## src/rtl/pmh_pkg.sv

```systemverilog
// Purpose : Constants shared by the power manager handshake port.
// Assumes : One 100 MHz clock, synchronous active-high reset.
// Notes   : Power-state codes and reset stretch counts live here.
package pmh_pkg;
    localparam int unsigned STATE_W         = 4;
    // Power-state codes.
    localparam logic [3:0]  PS_TURBO        = 4'hf;
    localparam logic [3:0]  PS_NORMAL       = 4'he;
    localparam logic [3:0]  PS_SLOW         = 4'hc;
    localparam logic [3:0]  PS_IDLE         = 4'h8;
    localparam logic [3:0]  PS_NAP          = 4'h4;
    localparam logic [3:0]  PS_SLEEP        = 4'h3;
    localparam logic [3:0]  PS_COMA         = 4'h2;
    localparam logic [3:0]  PS_HIBERNATE    = 4'h1;
    localparam logic [3:0]  PS_OFF          = 4'h0;
    localparam logic [3:0]  PS_RESET_VALUE  = PS_OFF;
    // Reset stretch, in clock cycles.
    localparam int unsigned RST_CYCLES      = 8;
    localparam int unsigned CNT_W           = 4;
    localparam logic [3:0]  CNT_LAST        = 4'(RST_CYCLES - 1);
    localparam logic [3:0]  CNT_ZERO        = 4'h0;
    // Reset sequencer states.
    typedef enum logic [2:0] {
        RS_HARD  = 3'b000,
        RS_SOFT  = 3'b001,
        RS_RUN   = 3'b010,
        RS_OFFV  = 3'b011,
        RS_EMUL  = 3'b100
    } pmh_rst_state_t;
endpackage : pmh_pkg

```

## src/rtl/pmh_manager.sv

```systemverilog
// Purpose : Power manager end of the processor power handshake port.
// Assumes : All pins synchronous to clk_in; the processor keeps its four-phase handshakes.
// Notes   : Voltage control is a pair of level outputs toward the regulators.
`timescale 1ns/1ps

// Operation
// - Manager drives presence high; absent manager means presence held low.
// - State commands use processor request and manager acknowledge, double ended.
// - Manager acknowledges to accept the 4-bit state command value.
// - Emulation qualifier: change state but keep regulators unchanged.
// - Previous-state retrieval uses its own request and acknowledge pair.
// - Receive acknowledge marks valid previous-state data on the receive bus.
// - Manager drives flag telling if previous state was entered emulated.
// - After command acknowledge, manager places entered state on receive bus.
// - Emulated command is acknowledged and reported without regulator change.
// - Previous-state request answered with acknowledge and previous state.
// - Hard reset asserts hard and soft resets in the same cycle.
// - Hard reset held at least eight cycles.
// - Soft reset held at least eight cycles past hard reset release.
// - Voltage removed and cache lowered only after acknowledged dormant entry.
// - Soft reset held low the whole time processor voltage is removed.
// - Soft reset held eight more cycles after voltages return.
// - State codes: 1111 turbo down to 0000 off, as encoded.
// - After an emulated command completes, manager issues a soft reset sequence.
module pmh_manager (
    input  wire logic                      clk_in,
    input  wire logic                      srst_in,
    input  wire logic                      state_cmd_req_in,
    input  wire logic [pmh_pkg::STATE_W-1:0] state_cmd_value_in,
    input  wire logic                      state_cmd_emulate_in,
    input  wire logic                      prev_state_req_in,
    input  wire logic                      power_restore_in,
    output logic                           manager_present_out,
    output logic                           state_cmd_ack_out,
    output logic                           prev_state_ack_out,
    output logic [pmh_pkg::STATE_W-1:0]    prev_state_value_out,
    output logic                           prev_state_emulated_out,
    output logic                           hard_reset_n_out,
    output logic                           soft_reset_n_out,
    output logic                           core_power_on_out,
    output logic                           cache_retain_out
);
    import pmh_pkg::*;

    // ****************************************
    // Sequencer state
    // ****************************************
    pmh_rst_state_t        rst_state_ff;
    logic [CNT_W-1:0]      cnt_ff;
    logic [STATE_W-1:0]    cur_state_ff;
    logic                  cur_emul_ff;
    logic                  dormant_pend_ff;
    logic                  running;
    logic                  tx_take;
    logic                  tx_done;
    logic                  cnt_end;

    assign running = (rst_state_ff == RS_RUN);
    assign cnt_end = (cnt_ff == CNT_LAST);
    // A command is taken only while running, on a fresh request.
    assign tx_take = running && state_cmd_req_in && !state_cmd_ack_out;
    // The handshake ends when the request falls under the acknowledge.
    assign tx_done = state_cmd_ack_out && !state_cmd_req_in;

    // Presence is asserted from reset onward.
    always_ff @(posedge clk_in) begin
        manager_present_out <= 1'b1;
    end

    // ****************************************
    // Command handshake
    // ****************************************
    // Acknowledge rises on a taken request and falls after the request does.
    always_ff @(posedge clk_in) begin
        if (srst_in) begin
            state_cmd_ack_out <= 1'b0;
        end else if (tx_take) begin
            state_cmd_ack_out <= 1'b1;
        end else if (tx_done) begin
            state_cmd_ack_out <= 1'b0;
        end
    end

    // Entered state and its emulation flag are latched with the acknowledge.
    always_ff @(posedge clk_in) begin
        if (srst_in) begin
            cur_state_ff <= PS_RESET_VALUE;
            cur_emul_ff  <= 1'b0;
        end else if (tx_take) begin
            cur_state_ff <= state_cmd_value_in;
            cur_emul_ff  <= state_cmd_emulate_in;
        end
    end

    // Dormant is any non-emulated command with top bits 01, as in nap; it arms the power-down.
    always_ff @(posedge clk_in) begin
        if (srst_in) begin
            dormant_pend_ff <= 1'b0;
        end else if (tx_take) begin
            dormant_pend_ff <= !state_cmd_emulate_in && (state_cmd_value_in[3:2] == PS_NAP[3:2]);
        end else if (tx_done) begin
            dormant_pend_ff <= 1'b0;
        end
    end

    // ****************************************
    // Previous-state handshake
    // ****************************************
    // Acknowledge rises with data valid, falls after the request falls.
    always_ff @(posedge clk_in) begin
        if (srst_in) begin
            prev_state_ack_out <= 1'b0;
        end else if (prev_state_req_in && !prev_state_ack_out) begin
            prev_state_ack_out <= 1'b1;
        end else if (prev_state_ack_out && !prev_state_req_in) begin
            prev_state_ack_out <= 1'b0;
        end
    end

    // Receive bus and flag follow the remembered state; stable under each acknowledge.
    always_ff @(posedge clk_in) begin
        if (srst_in) begin
            prev_state_value_out    <= PS_RESET_VALUE;
            prev_state_emulated_out <= 1'b0;
        end else if (!prev_state_ack_out) begin
            prev_state_value_out    <= tx_take ? state_cmd_value_in : cur_state_ff;
            prev_state_emulated_out <= tx_take ? state_cmd_emulate_in : cur_emul_ff;
        end
    end

    // ****************************************
    // Reset and power sequencer
    // ****************************************
    // Walks hard reset, soft stretch, run, power-off and emulated soft reset.
    always_ff @(posedge clk_in) begin
        if (srst_in) begin
            rst_state_ff <= RS_HARD;
            cnt_ff       <= CNT_ZERO;
        end else begin
            unique case (rst_state_ff)
                RS_HARD: begin
                    cnt_ff <= cnt_end ? CNT_ZERO : cnt_ff + 4'h1;
                    if (cnt_end) begin
                        rst_state_ff <= RS_SOFT;
                    end
                end
                RS_SOFT: begin
                    cnt_ff <= cnt_end ? CNT_ZERO : cnt_ff + 4'h1;
                    if (cnt_end) begin
                        rst_state_ff <= RS_RUN;
                    end
                end
                RS_RUN: begin
                    cnt_ff <= CNT_ZERO;
                    if (tx_done && dormant_pend_ff) begin
                        rst_state_ff <= RS_OFFV;
                    end else if (tx_done && cur_emul_ff) begin
                        rst_state_ff <= RS_EMUL;
                    end
                end
                RS_OFFV: begin
                    cnt_ff <= CNT_ZERO;
                    if (power_restore_in) begin
                        rst_state_ff <= RS_SOFT;
                    end
                end
                RS_EMUL: begin
                    cnt_ff <= cnt_end ? CNT_ZERO : cnt_ff + 4'h1;
                    if (cnt_end) begin
                        rst_state_ff <= RS_RUN;
                    end
                end
                default: begin
                    rst_state_ff <= RS_HARD;
                    cnt_ff       <= CNT_ZERO;
                end
            endcase
        end
    end

    // Reset pins are registered copies of the sequencer's next view.
    always_ff @(posedge clk_in) begin
        if (srst_in) begin
            hard_reset_n_out <= 1'b0;
            soft_reset_n_out <= 1'b0;
        end else begin
            hard_reset_n_out <= !(rst_state_ff == RS_HARD && !cnt_end);
            soft_reset_n_out <= (rst_state_ff == RS_RUN && !(tx_done && (dormant_pend_ff || cur_emul_ff)))
                                || (rst_state_ff != RS_RUN && rst_state_ff != RS_OFFV && cnt_end
                                    && rst_state_ff != RS_HARD);
        end
    end

    // Regulators: core power and cache retention change only on real power-down and on the restore after it.
    always_ff @(posedge clk_in) begin
        if (srst_in) begin
            core_power_on_out <= 1'b1;
            cache_retain_out  <= 1'b0;
        end else if (rst_state_ff == RS_RUN && tx_done && dormant_pend_ff) begin
            core_power_on_out <= 1'b0;
            cache_retain_out  <= 1'b1;
        end else if (rst_state_ff == RS_OFFV && power_restore_in) begin
            core_power_on_out <= 1'b1;
            cache_retain_out  <= 1'b0;
        end
    end
endmodule : pmh_manager

```

## config.mk

```make
export PLATFORM = sky130hd
export DESIGN_NAME = pmh_manager
export DESIGN_NICKNAME = d
export VERILOG_FILES = /design/src/rtl/pmh_pkg.sv /design/src/rtl/pmh_manager.sv
export SDC_FILE = /design/constraint.sdc
export NUM_CORES = 1
export LEC_CHECK = 0
export BUFFER_PORTS_ARGS = -buffer_cell sky130_fd_sc_hd__buf_2
export CAP_MARGIN = 20
export CORE_ASPECT_RATIO = 1.25
export CORE_UTILIZATION = 45
export DETAILED_ROUTE_END_ITERATION = 7
export PLACE_DENSITY = 0.68
export RECOVER_POWER = 50
export SKIP_CTS_REPAIR_TIMING = 1
export SLEW_MARGIN = 40
export SYNTH_ARGS = -nofsm -noshare
export SYNTH_HDL_FRONTEND = slang
export SYNTH_SLANG_ARGS = --single-unit
```

## constraint.sdc

```tcl
create_clock -name clk_in -period 1.65 [get_ports clk_in]
set_clock_uncertainty 0.2 [all_clocks]
set_input_delay 0.165 -clock clk_in [delete_from_list [all_inputs] [get_ports clk_in]]
set_output_delay 0.165 -clock clk_in [all_outputs]
set_load 0.02 [all_outputs]
```

==> impl_metrics.ini <==
[status]
run_status = finished, final reports clean

[routing]
viasPerCell = 5.396
vias = 912
dr.pass1.iters = 4
antenna_left = 0
totalWireLength_mm = 2.234
drc = 0
drtIter0Drc = 28
wl_per_cell_um = 13.22

[clocking]
htreeDepth = 1
cts_sinks = 24
clk_pin_slew_ns = 0.14
cts_buffer_depth = 2
insertion_delay_ns = 0.32
clockRootBuffer = clkbuf_4
cts_buffers = 3
cts_tree = done

[finish]
final_cell_mix = dfxtp_1, nor2_1, clkbuf_1, a21oi_1, buf_2
fin_cells = 169
fin_nets = 151
layout.cells.most_common = dfxtp_1
diodes = 0
fillers = 207
utilization_pct = 57.73
drive_above_1_share_pct = 14.49
areaGrowthSynthToFinish_pct = 20.85

[die]
die_y_um = 56.16
num_rows = 19
die_area_um2 = 2546
die_w_um = 45.33
coreArea_um2 = 2211
start_util_pct = 47.76
num_io_pins = 22

[synth]
synth_top_area_cell = dfxtp_1
ys_top_cells_by_area = dfxtp_1, a311oi_1, a21oi_1, nor2_1, o21ai_0
synth-edff-count = 0
syn-cell-area_um2 = 1056
ys_types = 37
synthAdderAreaFrac_pct = 2.370
syn_nets = 123
synthXorXnorAreaFrac_pct = 1.659
yosys_warnings = 0
synth_top_family_by_area = simple AND/OR/NAND/NOR gates
synth_mux_area_share_pct = 0.9479
synth_compound_area_share_pct = 20.02
synth-seq-cells = 24
synth-seq-area-share_pct = 45.50
synthFlopType = dfxtp_1
synthSimpleGateAreaFrac_pct = 23.10
synthCells = 111
synth_top_area_share_pct = 45.50
syn_area_per_cell_um2 = 9.514
ys_async_sr_fraction_pct = 0

[critical_path]
crit_family = buffers and inverters
r2r_start = cnt_ff[0]
worstPathRequired_ns = 1.67
r2r_slack_ns = 0.12
cp.buffers_inverters = 2
cp.arrival_ns = 1.57
crit_type = input pin to flip-flop
r2r_end = rst_state_ff[0]
worstPathMaxFanout = 6
critPathLaunchType = input pin
crit_path_cell_trace = dlygate4sd3_1 -> buf_2 -> and2b_1 -> a311oi_1 -> a2111oi_1
cp-end-kind = flip-flop
slowest_delay_ns = 0.53
reg2reg_depth = 4
cp_slowest_cell = dlygate4sd3_1

[placement]
place_hpwl_mm = 1.570
gp_congestion = 0.7530
dpl.cell_count = 159
port_buffers = 20

[min_path]
hold_depth = 4
hold-path-endpoint = cache_retain_out
holdCritPathClass = input pin to flip-flop
min_from = power_restore_in

[power_and_ir_drop]
vdd_drop_max_v = 0.0008683
leakage_nw = 0.4984
p_per_area_nw_per_um2 = 887.6
power_mw = 1.133

[sta]
final-setup-viol-count = 0
setup_tns_ns = 0
final_max_slew_viol_count = 0
period_share_pct = 94.08
period_minus_slack_ns = 1.552
fmax_ghz = 0.6442
rsz0062_at_grt = no
finalHoldViolations = 0

[flow_run]
cap_violations = 0

[global_route]
grt_max_degree = 22
grt_usage_pct = 19.46
gr-total-overflow = 0
antenna_found_initial = 0
grt_first_pass_wirelength_mm = 3.643
grt_pass1_vias = 874
## cells in the mapped netlist, drive strengths merged (2+ instances only)
cell type,instances
dfxtp,24
nor2,13
a21oi,10
o21ai,8
a311oi,6
nand3,6
buf,5
clkbuf,3
inv,3
nor4b,3
a32oi,2
and3,2
and4bb,2
ha,2
nand2b,2
nor3b,2
## where the power goes
group | leakage [nW] | internal [mW] | switching [mW] | total (mW)
Clock | 0.0279 | 0.246 | 0.181 | 0.427
Sequential | 0.195 | 0.596 | 0.00992 | 0.606
Combinational | 0.275 | 0.0439 | 0.0560 | 0.0999
Total | 0.498 | 0.886 | 0.247 | 1.13
## cell type report
class / count / area (µm²) / share of cell area, %
clock buffers: 3 / 22.52 / 1.765
clock inverters: 1 / 30.03 / 2.353
inverters: 3 / 11.26 / 0.8824
multi-input cells: 76 / 511.7 / 40.10
flip-flops and latches: 24 / 481.7 / 37.75
well taps: 31 / 38.79 / 3.039
repair buffers: 31 / 180.2 / 14.12
## stage by stage
stage	cell area [µm²]	hold WS (ns)	worst slack, ns
after global placement	1180	0.2404	0.1783
after global routing	1276	0.03019	0.01875
after detailed placement	1180	0.2572	0.1345
after CTS	1232	-0.09017	0.09863
final	1276	0.01527	0.09768
after floorplan	1056	0.1258	0.1004
## logic make-up (layout without fill, tap and decap cells)
family	count (synthesis)	count (layout)
AO/OA/AOI/OAI	32	32
XOR/XNOR	2	2
adder cells (fa/ha/maj)	2	2
buffers and inverters	11	38
flip-flops	24	24
multiplexers	1	1
other	1	1
AND/OR/NAND/NOR	38	38
## how the worst max path moves through the flow
| stage | startpoint | end | slack (ns) | cells past startpoint |
|---|---|---|---|---|
| after CTS | cnt_ff[0] | rst_state_ff[0] | 0.1 | 4 |
| after detailed placement | rst_state_ff[1] | prev_state_value_out[0] | 0.13 | 3 |
| final | state_cmd_req_in | rst_state_ff[0] | 0.1 | 5 |
| after global routing | cnt_ff[0] | rst_state_ff[0] | 0.02 | 4 |
| after global placement | rst_state_ff[1] | prev_state_emulated_out | 0.18 | 3 |
| after floorplan | prev_state_ack_out | prev_state_ack_out | 0.10 | 5 |
## sequential cells by signal (all words and copies together) (netlist names)
signal	cells
soft_reset_n_out	1
rst_state_ff	3
state_cmd_ack_out	1
dormant_pend_ff	1
prev_state_ack_out	1
prev_state_emulated_out	1
cnt_ff	4
cur_state_ff	4
hard_reset_n_out	1
core_power_on_out	1
cache_retain_out	1
prev_state_value_out	4
cur_emul_ff	1
## worst min-delay path, cell delays in order
cell	delay [ns]
buf_2	0.11
nand4b_1	0.11
a32oi_1	0.06
nor2_1	0.08
## per-layer routing
layer	wire [µm]	global-route usage [%]	share of wire, %	vias up
met3	62	3.896	2.8	4
met1	964	22.65	43	426
met4	26	9.091	1.2	0
met5	0	0	0	-
li1	-	-	-	462
met2	1181	32.71	53	20
Note: power is estimated with default switching activity, not from simulation.
